--- src/ebs_pkg.sv ---
// Shared constants and types for the elevator brake sequencer
package ebs_pkg;
  // Sequence time base: one tick is 0.01 s
  localparam int unsigned TICK_US = 10000;
  localparam int unsigned CLK_MHZ = 125;
  localparam int unsigned TICK_CYC = TICK_US * CLK_MHZ;
  // Register byte offsets
  localparam logic [7:0] OFS_MODE = 8'h00;
  localparam logic [7:0] OFS_ZERO_SPEED = 8'h04;
  localparam logic [7:0] OFS_INJ_CURRENT = 8'h08;
  localparam logic [7:0] OFS_INJ_TIME = 8'h0C;
  localparam logic [7:0] OFS_BRAKE_DELAY = 8'h10;
  localparam logic [7:0] OFS_CONT_DELAY = 8'h14;
  localparam logic [7:0] OFS_HOLD_GAIN = 8'h18;
  localparam logic [7:0] OFS_STATUS = 8'h1C;
  // Field positions: low field at bit 0, high field here
  localparam int unsigned HI_LSB = 16;
  localparam int unsigned TUNE_SEL_BIT = 4;
  // Limits: levels in 0.01 Hz, times in ticks, currents in percent
  localparam logic [9:0] MAX_LEVEL = 10'h3E8;
  localparam logic [9:0] MAX_LONG_TIME = 10'h3E8;
  localparam logic [9:0] MAX_SHORT_TIME = 10'h064;
  localparam logic [9:0] MAX_PCT = 10'h064;
  localparam logic [1:0] MODE_CLOSED_LOOP = 2'h3;
  // Values after reset
  localparam logic [1:0] RST_MODE = 2'h0;
  localparam logic RST_TUNE_SEL = 1'b0;
  localparam logic [9:0] RST_START_LEVEL = 10'h014;
  localparam logic [9:0] RST_STOP_LEVEL = 10'h014;
  localparam logic [6:0] RST_START_CUR = 7'h64;
  localparam logic [6:0] RST_STOP_CUR = 7'h64;
  localparam logic [9:0] RST_START_INJ = 10'h028;
  localparam logic [9:0] RST_STOP_INJ = 10'h03C;
  localparam logic [9:0] RST_BRAKE_REL = 10'h014;
  localparam logic [9:0] RST_BRAKE_CLOSE = 10'h01E;
  localparam logic [6:0] RST_RUN_DELAY = 7'h14;
  localparam logic [6:0] RST_OPEN_DELAY = 7'h14;
  localparam logic [6:0] RST_HOLD_GAIN = 7'h03;

  typedef enum {ST_IDLE, ST_CONTACT, ST_START_INJ, ST_ACCEL, ST_DECEL, ST_STOP_INJ,
                ST_BRAKE_HOLD, ST_OUT_OFF} ebs_state_t;

  typedef struct packed {
    logic [1:0] control_mode_select;
    logic contactor_during_tuning_sel;
    logic [9:0] start_zero_speed_level;
    logic [9:0] stop_zero_speed_level;
    logic [6:0] start_injection_current;
    logic [6:0] stop_injection_current;
    logic [9:0] start_injection_time;
    logic [9:0] stop_injection_time;
    logic [9:0] brake_release_delay;
    logic [9:0] brake_close_delay;
    logic [6:0] run_command_delay;
    logic [6:0] contactor_open_delay;
    logic [6:0] hold_gain_at_start;
    logic [6:0] hold_gain_at_stop;
  } ebs_cfg_t;

  typedef struct packed {
    logic dc_inject;
    logic [6:0] inject_current;
    logic accel_enable;
    logic [9:0] start_freq;
    logic lock_enable;
    logic [6:0] lock_gain;
  } ebs_drive_t;
endpackage : ebs_pkg

--- src/ebs_tick.sv ---
// Tick divider for the sequence time base
`timescale 1ns/100ps
module ebs_tick #(
  parameter int unsigned CYCLES = ebs_pkg::TICK_CYC
) (
  input wire logic clk_i,  // System clock
  input wire logic nrst_i, // Async reset, active low
  input wire logic clr_i,  // Restart the tick period
  output logic tick_o      // One-cycle tick pulse
);
  localparam logic [20:0] LAST = 21'(CYCLES - 1);
  logic [20:0] cnt_r;

  always_ff @(posedge clk_i or negedge nrst_i)
  begin
    if (!nrst_i)
    begin
      cnt_r <= 21'h000000;
      tick_o <= 1'b0;
    end
    else if (clr_i)
    begin
      cnt_r <= 21'h000000;
      tick_o <= 1'b0;
    end
    else
    begin
      cnt_r <= (cnt_r == LAST) ? 21'h000000 : cnt_r + 21'h000001;
      tick_o <= (cnt_r == LAST);
    end
  end
endmodule : ebs_tick

--- src/ebs_seq.sv ---
// Elevator brake sequencer: start/stop sequence with APB parameter registers
//
// Functional notes
// - Acceleration begins from the start zero-speed level after start injection.
// - Stop injection begins when output frequency falls to stop zero-speed level.
// - Start injection current is a settable percentage, default 100.
// - Stop injection current is a separate settable percentage, default 100.
// - Start injection lasts its set time, default 0.40 s; zero skips it.
// - Stop injection lasts its set time, default 0.60 s; zero skips it.
// - Brake releases only after its delay from travel command acceptance.
// - Brake stays released for its close delay after zero speed.
// - Output starts only after run command delay, letting the contactor close; a command dropped in ST_CONTACT goes to ST_DECEL with output on.
// - Contactor opens only after its delay once output is shut off.
// - During tuning contactor closes only when the tuning select is 1.
// - Position lock gains apply only in closed-loop control mode 3.
//
// The implementer's own choices: register access over APB and the placing of the registers.
`timescale 1ns/100ps
module ebs_seq #(
  parameter int unsigned TICK_CYCLES = ebs_pkg::TICK_CYC
) (
  input wire logic clk_i,              // System clock, 125 MHz
  input wire logic nrst_i,             // Async reset, active low
  input wire logic psel_i,             // APB select
  input wire logic penable_i,          // APB enable
  input wire logic pwrite_i,           // APB write
  input wire logic [7:0] paddr_i,      // APB byte address
  input wire logic [31:0] pwdata_i,    // APB write data
  output logic [31:0] prdata_o,        // APB read data
  output logic pready_o,               // APB ready
  output logic pslverr_o,              // APB error
  input wire logic up_i,               // Travel up command pin
  input wire logic down_i,             // Travel down command pin
  input wire logic tune_i,             // Auto-tuning in progress pin
  input wire logic [13:0] out_freq_i,  // Output frequency, 0.01 Hz
  output logic contactor_o,            // Motor contactor close
  output logic brake_release_o,        // Brake release
  output logic output_on_o,            // Drive output enabled
  output ebs_pkg::ebs_drive_t drive_o  // Injection, accel and lock controls
);
  ebs_pkg::ebs_cfg_t cfg_r;
  ebs_pkg::ebs_state_t state_r;
  ebs_pkg::ebs_state_t state_nxt;
  logic [1:0] up_sync_r;
  logic [1:0] down_sync_r;
  logic [1:0] tune_sync_r;
  logic cmd;
  logic tick;
  logic tick_clr;
  logic [9:0] ph_tmr_r;
  logic [9:0] ph_tmr_nxt;
  logic [9:0] brk_tmr_r;
  logic brk_closing_r;
  logic brk_on_r;
  logic ph_done;
  logic brk_done;
  logic accept;
  logic zero_hit;
  logic apb_done;

  // Keep a write inside its documented range
  function automatic logic [9:0] clip(input logic [9:0] v, input logic [9:0] lim);
    clip = (v > lim) ? lim : v;
  endfunction : clip

  function automatic logic [6:0] clip7(input logic [6:0] v, input logic [9:0] lim);
    logic [9:0] w;
    w = clip({3'h0, v}, lim);
    clip7 = w[6:0];
  endfunction : clip7

  // Two-stage sync on pins; stage 2 onward feeds logic
  always_ff @(posedge clk_i or negedge nrst_i)
  begin
    if (!nrst_i)
    begin
      up_sync_r <= 2'h0;
      down_sync_r <= 2'h0;
      tune_sync_r <= 2'h0;
    end
    else
    begin
      up_sync_r <= {up_sync_r[0], up_i};
      down_sync_r <= {down_sync_r[0], down_i};
      tune_sync_r <= {tune_sync_r[0], tune_i};
    end
  end

  assign cmd = up_sync_r[1] | down_sync_r[1];
  assign accept = (state_r == ebs_pkg::ST_IDLE) && cmd;
  assign zero_hit = (state_r == ebs_pkg::ST_DECEL) &&
                    (out_freq_i <= {4'h0, cfg_r.stop_zero_speed_level});
  // Both counters restart aligned to the tick at acceptance and at zero speed
  assign tick_clr = accept | zero_hit;
  assign ph_done = (ph_tmr_r == 10'h000);
  assign brk_done = brk_closing_r && (brk_tmr_r == 10'h000);

  ebs_tick #(
    .CYCLES(TICK_CYCLES)
  ) u_tick (
    .clk_i(clk_i),
    .nrst_i(nrst_i),
    .clr_i(tick_clr),
    .tick_o(tick)
  );

  // APB slave: one wait state, answer registered with pready
  assign apb_done = psel_i && penable_i && pready_o;

  always_ff @(posedge clk_i or negedge nrst_i)
  begin
    if (!nrst_i)
    begin
      pready_o <= 1'b0;
      pslverr_o <= 1'b0;
      prdata_o <= 32'h00000000;
    end
    else
    begin
      pready_o <= psel_i && penable_i && !pready_o;
      pslverr_o <= 1'b0;
      prdata_o <= 32'h00000000;
      if (psel_i && penable_i && !pready_o)
      begin
        if (paddr_i == ebs_pkg::OFS_MODE)
          prdata_o <= 32'({cfg_r.contactor_during_tuning_sel, 2'h0,
                           cfg_r.control_mode_select});
        else if (paddr_i == ebs_pkg::OFS_ZERO_SPEED)
          prdata_o <= {6'h00, cfg_r.stop_zero_speed_level, 6'h00,
                       cfg_r.start_zero_speed_level};
        else if (paddr_i == ebs_pkg::OFS_INJ_CURRENT)
          prdata_o <= {9'h000, cfg_r.stop_injection_current, 9'h000,
                       cfg_r.start_injection_current};
        else if (paddr_i == ebs_pkg::OFS_INJ_TIME)
          prdata_o <= {6'h00, cfg_r.stop_injection_time, 6'h00,
                       cfg_r.start_injection_time};
        else if (paddr_i == ebs_pkg::OFS_BRAKE_DELAY)
          prdata_o <= {6'h00, cfg_r.brake_close_delay, 6'h00,
                       cfg_r.brake_release_delay};
        else if (paddr_i == ebs_pkg::OFS_CONT_DELAY)
          prdata_o <= {9'h000, cfg_r.contactor_open_delay, 9'h000,
                       cfg_r.run_command_delay};
        else if (paddr_i == ebs_pkg::OFS_HOLD_GAIN)
          prdata_o <= {9'h000, cfg_r.hold_gain_at_stop, 9'h000,
                       cfg_r.hold_gain_at_start};
        else if (paddr_i == ebs_pkg::OFS_STATUS)
        begin
          prdata_o <= 32'({brk_on_r, output_on_o, contactor_o, 4'(state_r)});
          pslverr_o <= pwrite_i;
        end
        else
          pslverr_o <= 1'b1;
      end
    end
  end

  // Parameter writes, clipped to range; times take effect at the next phase load, levels, currents, gains and mode at once
  always_ff @(posedge clk_i or negedge nrst_i)
  begin
    if (!nrst_i)
    begin
      cfg_r.control_mode_select <= ebs_pkg::RST_MODE;
      cfg_r.contactor_during_tuning_sel <= ebs_pkg::RST_TUNE_SEL;
      cfg_r.start_zero_speed_level <= ebs_pkg::RST_START_LEVEL;
      cfg_r.stop_zero_speed_level <= ebs_pkg::RST_STOP_LEVEL;
      cfg_r.start_injection_current <= ebs_pkg::RST_START_CUR;
      cfg_r.stop_injection_current <= ebs_pkg::RST_STOP_CUR;
      cfg_r.start_injection_time <= ebs_pkg::RST_START_INJ;
      cfg_r.stop_injection_time <= ebs_pkg::RST_STOP_INJ;
      cfg_r.brake_release_delay <= ebs_pkg::RST_BRAKE_REL;
      cfg_r.brake_close_delay <= ebs_pkg::RST_BRAKE_CLOSE;
      cfg_r.run_command_delay <= ebs_pkg::RST_RUN_DELAY;
      cfg_r.contactor_open_delay <= ebs_pkg::RST_OPEN_DELAY;
      cfg_r.hold_gain_at_start <= ebs_pkg::RST_HOLD_GAIN;
      cfg_r.hold_gain_at_stop <= ebs_pkg::RST_HOLD_GAIN;
    end
    else if (apb_done && pwrite_i)
    begin
      if (paddr_i == ebs_pkg::OFS_MODE)
      begin
        cfg_r.control_mode_select <= pwdata_i[1:0];
        cfg_r.contactor_during_tuning_sel <= pwdata_i[ebs_pkg::TUNE_SEL_BIT];
      end
      else if (paddr_i == ebs_pkg::OFS_ZERO_SPEED)
      begin
        cfg_r.start_zero_speed_level <= clip(pwdata_i[9:0], ebs_pkg::MAX_LEVEL);
        cfg_r.stop_zero_speed_level <= clip(pwdata_i[ebs_pkg::HI_LSB +: 10],
                                            ebs_pkg::MAX_LEVEL);
      end
      else if (paddr_i == ebs_pkg::OFS_INJ_CURRENT)
      begin
        cfg_r.start_injection_current <= clip7(pwdata_i[6:0], ebs_pkg::MAX_PCT);
        cfg_r.stop_injection_current <= clip7(pwdata_i[ebs_pkg::HI_LSB +: 7],
                                              ebs_pkg::MAX_PCT);
      end
      else if (paddr_i == ebs_pkg::OFS_INJ_TIME)
      begin
        cfg_r.start_injection_time <= clip(pwdata_i[9:0], ebs_pkg::MAX_LONG_TIME);
        cfg_r.stop_injection_time <= clip(pwdata_i[ebs_pkg::HI_LSB +: 10],
                                          ebs_pkg::MAX_LONG_TIME);
      end
      else if (paddr_i == ebs_pkg::OFS_BRAKE_DELAY)
      begin
        cfg_r.brake_release_delay <= clip(pwdata_i[9:0], ebs_pkg::MAX_LONG_TIME);
        cfg_r.brake_close_delay <= clip(pwdata_i[ebs_pkg::HI_LSB +: 10],
                                        ebs_pkg::MAX_LONG_TIME);
      end
      else if (paddr_i == ebs_pkg::OFS_CONT_DELAY)
      begin
        cfg_r.run_command_delay <= clip7(pwdata_i[6:0], ebs_pkg::MAX_SHORT_TIME);
        cfg_r.contactor_open_delay <= clip7(pwdata_i[ebs_pkg::HI_LSB +: 7],
                                            ebs_pkg::MAX_SHORT_TIME);
      end
      else if (paddr_i == ebs_pkg::OFS_HOLD_GAIN)
      begin
        cfg_r.hold_gain_at_start <= clip7(pwdata_i[6:0], ebs_pkg::MAX_PCT);
        cfg_r.hold_gain_at_stop <= clip7(pwdata_i[ebs_pkg::HI_LSB +: 7],
                                         ebs_pkg::MAX_PCT);
      end
    end
  end

  // Sequence; a command dropped early still stops through the ramp path
  always_comb
  begin
    state_nxt = state_r;
    ph_tmr_nxt = (tick && !ph_done) ? ph_tmr_r - 10'h001 : ph_tmr_r;
    case (state_r)
      ebs_pkg::ST_IDLE:
        if (cmd)
        begin
          state_nxt = ebs_pkg::ST_CONTACT;
          ph_tmr_nxt = {3'h0, cfg_r.run_command_delay};
        end
      ebs_pkg::ST_CONTACT:
        if (!cmd)
          state_nxt = ebs_pkg::ST_DECEL;
        else if (ph_done && cfg_r.start_injection_time == 10'h000)
          state_nxt = ebs_pkg::ST_ACCEL;
        else if (ph_done)
        begin
          state_nxt = ebs_pkg::ST_START_INJ;
          ph_tmr_nxt = cfg_r.start_injection_time;
        end
      ebs_pkg::ST_START_INJ:
        if (!cmd)
          state_nxt = ebs_pkg::ST_DECEL;
        else if (ph_done)
          state_nxt = ebs_pkg::ST_ACCEL;
      ebs_pkg::ST_ACCEL:
        if (!cmd)
          state_nxt = ebs_pkg::ST_DECEL;
      ebs_pkg::ST_DECEL:
        if (zero_hit && cfg_r.stop_injection_time == 10'h000)
          state_nxt = ebs_pkg::ST_BRAKE_HOLD;
        else if (zero_hit)
        begin
          state_nxt = ebs_pkg::ST_STOP_INJ;
          ph_tmr_nxt = cfg_r.stop_injection_time;
        end
      ebs_pkg::ST_STOP_INJ:
        if (ph_done)
          state_nxt = ebs_pkg::ST_BRAKE_HOLD;
      ebs_pkg::ST_BRAKE_HOLD:
        if (brk_done)
        begin
          state_nxt = ebs_pkg::ST_OUT_OFF;
          ph_tmr_nxt = {3'h0, cfg_r.contactor_open_delay};
        end
      ebs_pkg::ST_OUT_OFF:
        if (ph_done)
          state_nxt = ebs_pkg::ST_IDLE;
      default:
        state_nxt = ebs_pkg::ST_IDLE;
    endcase
  end

  always_ff @(posedge clk_i or negedge nrst_i)
  begin
    if (!nrst_i)
    begin
      state_r <= ebs_pkg::ST_IDLE;
      ph_tmr_r <= 10'h000;
    end
    else
    begin
      state_r <= state_nxt;
      ph_tmr_r <= ph_tmr_nxt;
    end
  end

  // Brake timer: release delay from acceptance, close delay from zero speed
  always_ff @(posedge clk_i or negedge nrst_i)
  begin
    if (!nrst_i)
    begin
      brk_tmr_r <= 10'h000;
      brk_closing_r <= 1'b0;
      brk_on_r <= 1'b0;
    end
    else if (accept)
    begin
      brk_tmr_r <= cfg_r.brake_release_delay;
      brk_closing_r <= 1'b0;
    end
    else if (zero_hit)
    begin
      brk_tmr_r <= cfg_r.brake_close_delay;
      brk_closing_r <= 1'b1;
    end
    else
    begin
      if (tick && brk_tmr_r != 10'h000)
        brk_tmr_r <= brk_tmr_r - 10'h001;
      if (state_r == ebs_pkg::ST_IDLE)
        brk_on_r <= 1'b0;
      else if (brk_done)
        brk_on_r <= 1'b0;
      // Never release once stopping, even if the release delay ran late
      else if (!brk_closing_r && brk_tmr_r == 10'h000 &&
               state_r != ebs_pkg::ST_DECEL)
        brk_on_r <= 1'b1;
    end
  end

  // Registered outputs, one cycle behind the state
  always_ff @(posedge clk_i or negedge nrst_i)
  begin
    if (!nrst_i)
    begin
      contactor_o <= 1'b0;
      brake_release_o <= 1'b0;
      output_on_o <= 1'b0;
      drive_o <= '0;
    end
    else
    begin
      contactor_o <= (state_r != ebs_pkg::ST_IDLE) ||
                     (tune_sync_r[1] && cfg_r.contactor_during_tuning_sel);
      brake_release_o <= brk_on_r;
      output_on_o <= state_r inside {ebs_pkg::ST_START_INJ, ebs_pkg::ST_ACCEL,
                                     ebs_pkg::ST_DECEL, ebs_pkg::ST_STOP_INJ,
                                     ebs_pkg::ST_BRAKE_HOLD};
      drive_o.dc_inject <= state_r inside {ebs_pkg::ST_START_INJ, ebs_pkg::ST_STOP_INJ};
      drive_o.inject_current <= (state_r == ebs_pkg::ST_STOP_INJ) ?
                                cfg_r.stop_injection_current :
                                cfg_r.start_injection_current;
      drive_o.accel_enable <= (state_r == ebs_pkg::ST_ACCEL);
      drive_o.start_freq <= cfg_r.start_zero_speed_level;
      // Position lock only holds in closed-loop mode
      drive_o.lock_enable <= (cfg_r.control_mode_select == ebs_pkg::MODE_CLOSED_LOOP) &&
                             (state_r inside {ebs_pkg::ST_START_INJ,
                                              ebs_pkg::ST_STOP_INJ});
      drive_o.lock_gain <= (cfg_r.control_mode_select != ebs_pkg::MODE_CLOSED_LOOP) ?
                           7'h00 : (state_r == ebs_pkg::ST_STOP_INJ) ?
                           cfg_r.hold_gain_at_stop : cfg_r.hold_gain_at_start;
    end
  end
endmodule : ebs_seq

--- config.mk ---
export PLATFORM = sky130hd
export DESIGN_NAME = ebs_seq
export DESIGN_NICKNAME = d
export VERILOG_FILES = /design/src/ebs_pkg.sv /design/src/ebs_tick.sv /design/src/ebs_seq.sv
export SDC_FILE = /design/constraint.sdc
export NUM_CORES = 1
export LEC_CHECK = 0
export BUFFER_PORTS_ARGS = -buffer_cell sky130_fd_sc_hd__buf_2
export CORE_MARGIN = 2
export CORE_UTILIZATION = 43
export CTS_BUF_LIST = sky130_fd_sc_hd__clkbuf_8
export DETAILED_ROUTE_END_ITERATION = 16
export GPL_ROUTABILITY_DRIVEN = 0
export SYNTH_ARGS = -nofsm -noshare
export SYNTH_HDL_FRONTEND = slang
export SYNTH_HIERARCHICAL = 1
export SYNTH_SLANG_ARGS = --single-unit
--- constraint.sdc ---
create_clock -name clk_i -period 2.41 [get_ports clk_i]
set_input_delay 0.241 -clock clk_i [delete_from_list [all_inputs] [get_ports clk_i]]
set_output_delay 0.241 -clock clk_i [all_outputs]
set_load 0.05 [all_outputs]
; Word-level counts from Yosys, hierarchy flattened
; Cells that the tools add are included.
[word_totals]
register_bits = 251
elab_cells = 183
[classes]
reduce_logical = 42
addsub = 3
mux = 58
bitwise = 10
order_cmp = 5
n_eq_ne = 29
[op_table]
columns = operator, n
row1 = $mux W32, 12
row2 = $pmux W32 S8, 1
row3 = $eq A32 B3 Y1 const B, 5
row4 = $mux W26, 6
row5 = $mux W10, 13
row6 = $eq A32 B2 Y1 const B, 2
row7 = $eq A32 B4 Y1 const B, 2
row8 = $logic_not A32 Y1, 2
row9 = $mux W23, 2
row10 = $mux W21, 2
row11 = $mux W7, 6
row12 = $logic_not A10 Y1, 4
row13 = $pmux W10 S4, 1
row14 = $eq A32 B1 Y1 const B, 1
row15 = $eq A8 B5 Y1 const B, 4
row16 = $ne A32 B4 Y1 const B, 1
row17 = $reduce_bool A32 Y1, 1
row18 = $add A21 B1 Y21 const B, 1
row19 = $eq A21 B21 Y1 const B, 1
row20 = $gt A10 B10 Y1 const B, 2
row21 = $sub A10 B1 Y10 const B, 2
row22 = $eq A8 B4 Y1 const B, 2
row23 = $reduce_and A8 Y1, 2
row24 = $logic_and A1 B1 Y1, 15
row25 = 23 further kinds, 57

; Logic depth before layout (Yosys ltp)
[depth]
word_depth = 10
depth_mapped = 12

; By module
; The synthesis kept the hierarchy.
[by_module_without_submodules]
columns = module, cells_each, n_inst, area_per_inst_um2
row1 = ebs_seq, 928, 1, 9345.2
row2 = ebs_tick, 115, 1, 1129.8

; Worst setup path after synthesis
; OpenSTA, ideal clock, no wires.
[synth_timing]
path_type = register to register
start = register cfg_r[86] in the netlist's numbering
end = register u_tick.cnt_r[17]
arrival_time_ns = 2.423
stages_incl_launch_ff = 13
slack_ns = -0.090
synth_period_minus_slack_ns = 2.500
path_buffers = 2
t_required_ns = 2.333
path_cell_list = dfstp_2 > inv_1 > ha_1 > and4_4 > a311o_1 > a32o_2 > nand2_1 > buf_2 > nand2_1 > inv_1 > o31ai_2 > buf_4 > a21oi_1
[synth_via]
elab_chain_len = 4
[synth_lines]
columns = item, line
row1 = from (decl), ebs_seq.sv:41  ; ebs_pkg::ebs_cfg_t cfg_r;
row2 = $le A14 B10 Y1, ebs_seq.sv:92  ; (out_freq_i <= {4'h0, cfg_r.stop_zero_speed_level});
row3 = $logic_and A1 B1 Y1, ebs_seq.sv:91  ; assign zero_hit = (state_r == ebs_pkg::ST_DECEL) &&
row4 = $or A1 B1 Y1, ebs_seq.sv:94  ; assign tick_clr = accept | zero_hit;
row5 = via tick_clr, ebs_seq.sv:49  ; logic tick_clr;
row6 = $mux W21, ebs_tick.sv:21  ; else if (clr_i)
row7 = to (signal assigned), ebs_tick.sv:28  ; cnt_r <= (cnt_r == LAST) ? 21'h000000 : cnt_r + 21'h000001;
row8 = to (decl), ebs_tick.sv:12  ; logic [20:0] cnt_r;
; The timed path passes the listed nets, and every way through them passes these cells.
; A chain may end at the register's enable or synchronous reset.

; Worst setup path in the final report
[layout_timing]
start = register cfg_r[84] in the netlist's numbering
end = register brk_tmr_r[1]
[layout_via]
elab_chain_len = 4
elab_cells_between_ends = 5
classes_between = 1 x order compare / 2 x mux / 2 x reduce/logical
[layout_lines]
columns = item, line
row1 = $le A14 B10 Y1 *, ebs_seq.sv:92
row2 = $logic_and A1 B1 Y1 *, ebs_seq.sv:91
row3 = $mux W10, ebs_seq.sv:306  ; else if (zero_hit)
row4 = $mux W10, ebs_seq.sv:301  ; else if (accept)
row5 = to (signal assigned), ebs_seq.sv:303  ; brk_tmr_r <= cfg_r.brake_release_delay;
row6 = to (signal assigned), ebs_seq.sv:308  ; brk_tmr_r <= cfg_r.brake_close_delay;
row7 = to (signal assigned), ebs_seq.sv:314  ; brk_tmr_r <= brk_tmr_r - 10'h001;
row8 = to (decl), ebs_seq.sv:52  ; logic [9:0] brk_tmr_r;
; Every way passes the cells marked *; elsewhere a longest branch is shown, timed or not.

==> impl_metrics.env <==
export IMPL_yosysWarnings=6
export IMPL_sw_frac_of_total_pct=33.7
export IMPL_rsz0062_at_grt="true"
export IMPL_finalCritPeriodShare_pct=103
export IMPL_cp_start_kind="flop"
export IMPL_worstSetupPathType="reg2reg"
export IMPL_synth_compound_area_share_pct=14.3
export IMPL_final_cell_mix="nand2_1, dfrtp_1, buf_2"
export IMPL_internal_power_w=0.00662
export IMPL_slowest_delay_ns=0.53
export IMPL_synth_area_mux_share_pct=8.33
export IMPL_yosys_area_share_simple_pct=19.1
export IMPL_grt_usage_pct=24.4
export IMPL_min_period_ns=2.49
export IMPL_place_hpwl_microns=23000
export IMPL_place_area_sq_um=11700
export IMPL_grt_pass1_vias=8390
export IMPL_clk_pin_slew_ns=0.06
export IMPL_yosys_top_cells_area="dfrtp_1, dfstp_2, nand2_1, mux2_2, o21ai_0"
export IMPL_grt_pass1_wl_microns=48500
export IMPL_layoutNonFillerInstCount=1583
export IMPL_grt_ovfl_total=0
export IMPL_fp_dieW_microns=160
export IMPL_cap_violations=0
export IMPL_area_growth_pct=22.7
export IMPL_finish_instance_area_sq_um=12900
export IMPL_r2r_cells=10
export IMPL_worst_pin_slew_ns=0.810
export IMPL_layout_commonest_cell="nand2_1"
export IMPL_diodes=0
export IMPL_relSlewSlack_pct=45.8
export IMPL_synth_cell_types=87
export IMPL_cts_tree="yes"
export IMPL_switchingPower_w=0.00337
export IMPL_async_reset_ff_share_pct=100
export IMPL_max_freq_mhz=402
export IMPL_htreeDepth=2
export IMPL_finalPower_w=0.00999
export IMPL_synth_top_area_share_pct=43.0
export IMPL_synth_top_area_cell="dfrtp_1"
export IMPL_antenna_found_initial=0
export IMPL_fin_skew_ns=0.0433
export IMPL_drtPass1Iterations=5
export IMPL_cts_sinks=210
export IMPL_min_to="cfg_r[94]"
export IMPL_drive_above_1_share_pct=29.6
export IMPL_critical_path_max_fanout=6
export IMPL_holdCritPathClass="in2reg"
export IMPL_r2r_slack_ns=-0.08
export IMPL_die_y_microns=160
export IMPL_drc_errors=0
export IMPL_crit_arrival_ns=2.89
export IMPL_ant_nets=0
export IMPL_synth_top_family_by_area="simple AND/OR/NAND/NOR gates"
export IMPL_clk_path_buf_depth=3
export IMPL_vias=8780
export IMPL_numPlacedInstances=1493
export IMPL_min_delay_start="pwdata_i[2]"
export IMPL_drv_slew=0
export IMPL_worstHoldPathCells=3
export IMPL_synth_xor_area_share_pct=2.17
export IMPL_rows=57
export IMPL_wire_per_inst_microns=19.9
export IMPL_synth_edf_count=0
export IMPL_die_area_sq_um=25600
export IMPL_port_buffers=101
export IMPL_crit_path_cell_trace="inv_2 > ha_4 > and4_4 > nand4_1 > buf_4 > a21o_1 > nor2_4 > buf_6 > nor3_2 > a2111o_1"
export IMPL_grt_max_degree=70
export IMPL_insertion_delay_ns=0.56
export IMPL_boundaryPins=126
export IMPL_reg2reg_from="cfg_r[84]"
export IMPL_critPathCaptureType="flop"
export IMPL_vias_per_cell=5.55
export IMPL_fin_nets=1305
export IMPL_synth_fa_ha_area_share_pct=1.55
export IMPL_violations="negative setup slack"
export IMPL_p_per_area_nw_per_um2=777
export IMPL_cts_buffers_inserted=39
export IMPL_wl_microns=31500
export IMPL_power_frac_comb_pct=24.5
export IMPL_cts_root_buf="clkbuf_8"
export IMPL_synth_ff_type="dfrtp_1"
export IMPL_p_clk_share_pct=33.9
export IMPL_status="complete, but fails checks"
export IMPL_avgSynthCellArea_sq_um=10.0
export IMPL_p_seq_share_pct=41.6
export IMPL_cp_slowest_cell="dfstp_2"
export IMPL_rr_endpoint="brk_tmr_r[1]"
export IMPL_vdd_drop_max_uv=449
export IMPL_yosysSeqAreaShare_pct=50.5
export IMPL_required_ns=2.82
export IMPL_setup_viol=8
export IMPL_p_leak_nw=5.96
export IMPL_initial_core_util_pct=43.5
export IMPL_drt_iter0_drc=565
export IMPL_core_area_sq_um=24100
export IMPL_synth_seq_cells=210
export IMPL_finalWorstSetupSlack_ns=-0.0765
export IMPL_tns_ns=-0.178
export IMPL_netlist_instances=1043
export IMPL_hold_viol=0
export IMPL_syn_area_sq_um=10500
==> power by group through the flow <==
stage	Clock [W]	Combinational (W)	Sequential, W
6_report	0.00338	0.00245	0.00415
3_3_place_gp	0	0.00228	0.00420
4_1_cts	0.00346	0.00237	0.00415
2_1_floorplan	0	0.00150	0.00417
3_5_place_dp	0	0.00230	0.00420
5_1_grt	0.00363	0.00268	0.00420
==> sequential cells by signal, indices dropped and copies added (netlist names), 2 cells and up <==
signal,cells
state_r,3
drive_o,27
brk_tmr_r,10
prdata_o,20
ph_tmr_r,10
tune_sync_r,2
u_tick/cnt_r,21
up_sync_r,2
down_sync_r,2
cfg_r,105
==> synthesized netlist by cell type, drive strengths merged, types with 4 or more instances <==
cell,count
and2,7
o21ai,93
nor3,25
nor4,12
xor2,8
or3,4
nand4,10
nor2,72
a31oi,4
dfstp,30
dfrtp,180
nand3,17
inv,30
a21oi,52
mux4,4
and3,5
nor3b,4
o211ai,8
a221oi,10
or4,13
mux2i,14
nand2b,4
o22ai,13
o31ai,7
a22oi,5
nand2,188
ha,13
buf,33
a22o,9
clkbuf,25
a21o,4
or2,4
xnor2,18
nor2b,13
a221o,5
and4,4
mux2,57
==> logic make-up after synthesis <==
logic type               after synthesis
AO/OA/AOI/OAI                        236
XOR/XNOR                              26
adder cells (fa/ha/maj)               13
buffers and inverters                 88
flip-flops                           210
multiplexers                          75
other                                  1
AND/OR/NAND/NOR                      394
==> routing by layer <==
metal	share of wire (%)	GRT usage, %	wire, microns	vias up
met3	7.4	4.99	2330	45
met4	2.6	7.13	812	0
met2	45	37.4	14200	350
met5	0	0	0	-
met1	45	35.2	14100	4316
li1	-	-	-	4069
==> metrics by stage <==
| stage | setup WS (ns) | hold WS, ns | util, % |
|---|---|---|---|
| 2_1_floorplan | 0.0262 | -0.0546 | - |
| 3_3_place_gp | -0.0660 | 0.294 | 48.7 |
| 3_5_place_dp | -0.155 | 0.299 | 48.7 |
| 4_1_cts | -0.101 | 0.00300 | 52.9 |
| 5_1_grt | -0.151 | 0.0302 | 53.3 |
| 6_report | -0.0765 | 0.0216 | 53.3 |
==> how the worst max path moves through the flow <==
stage / from / to
6_report: cfg_r[84] / brk_tmr_r[1]
5_1_grt: cfg_r[84] / brk_tmr_r[1]
4_1_cts: cfg_r[86] / brk_tmr_r[1]
3_5_place_dp: cfg_r[86] / brk_tmr_r[1]
3_3_place_gp: cfg_r[86] / brk_tmr_r[1]
2_1_floorplan: cfg_r[86] / brk_tmr_r[9]
==> worst max-delay path, delay by kind of cell (launching register included) <==
kind            cells  cell delay [ns]
simple gates        4             0.70
flops               1             0.53
compound gates      2             0.46
buf+inv             3             0.42
fa+ha+maj           1             0.24
==> area by class of cell <==
| class | instances | area (sq um) |
|---|---|---|
| tap | 324 | 405 |
| clock buffer | 49 | 674 |
| clock inverter | 21 | 95.1 |
| timing repair buffer | 193 | 1340 |
| sequential | 210 | 5290 |
| inverter | 30 | 113 |
| fill | 2238 | 11200 |
| multi-input combinational | 756 | 4940 |
==> what timing repair did <==
item / in CTS / in global routing
gates resized for setup: 11 / 25
pin swaps: 8 / 21
buffers inserted: 2 / 1
hold endpoints to repair: 78 / 0
hold buffers: 17 / 0
endpoints found under the setup margin: 19 / 43
(Power assumes the default switching activity.)
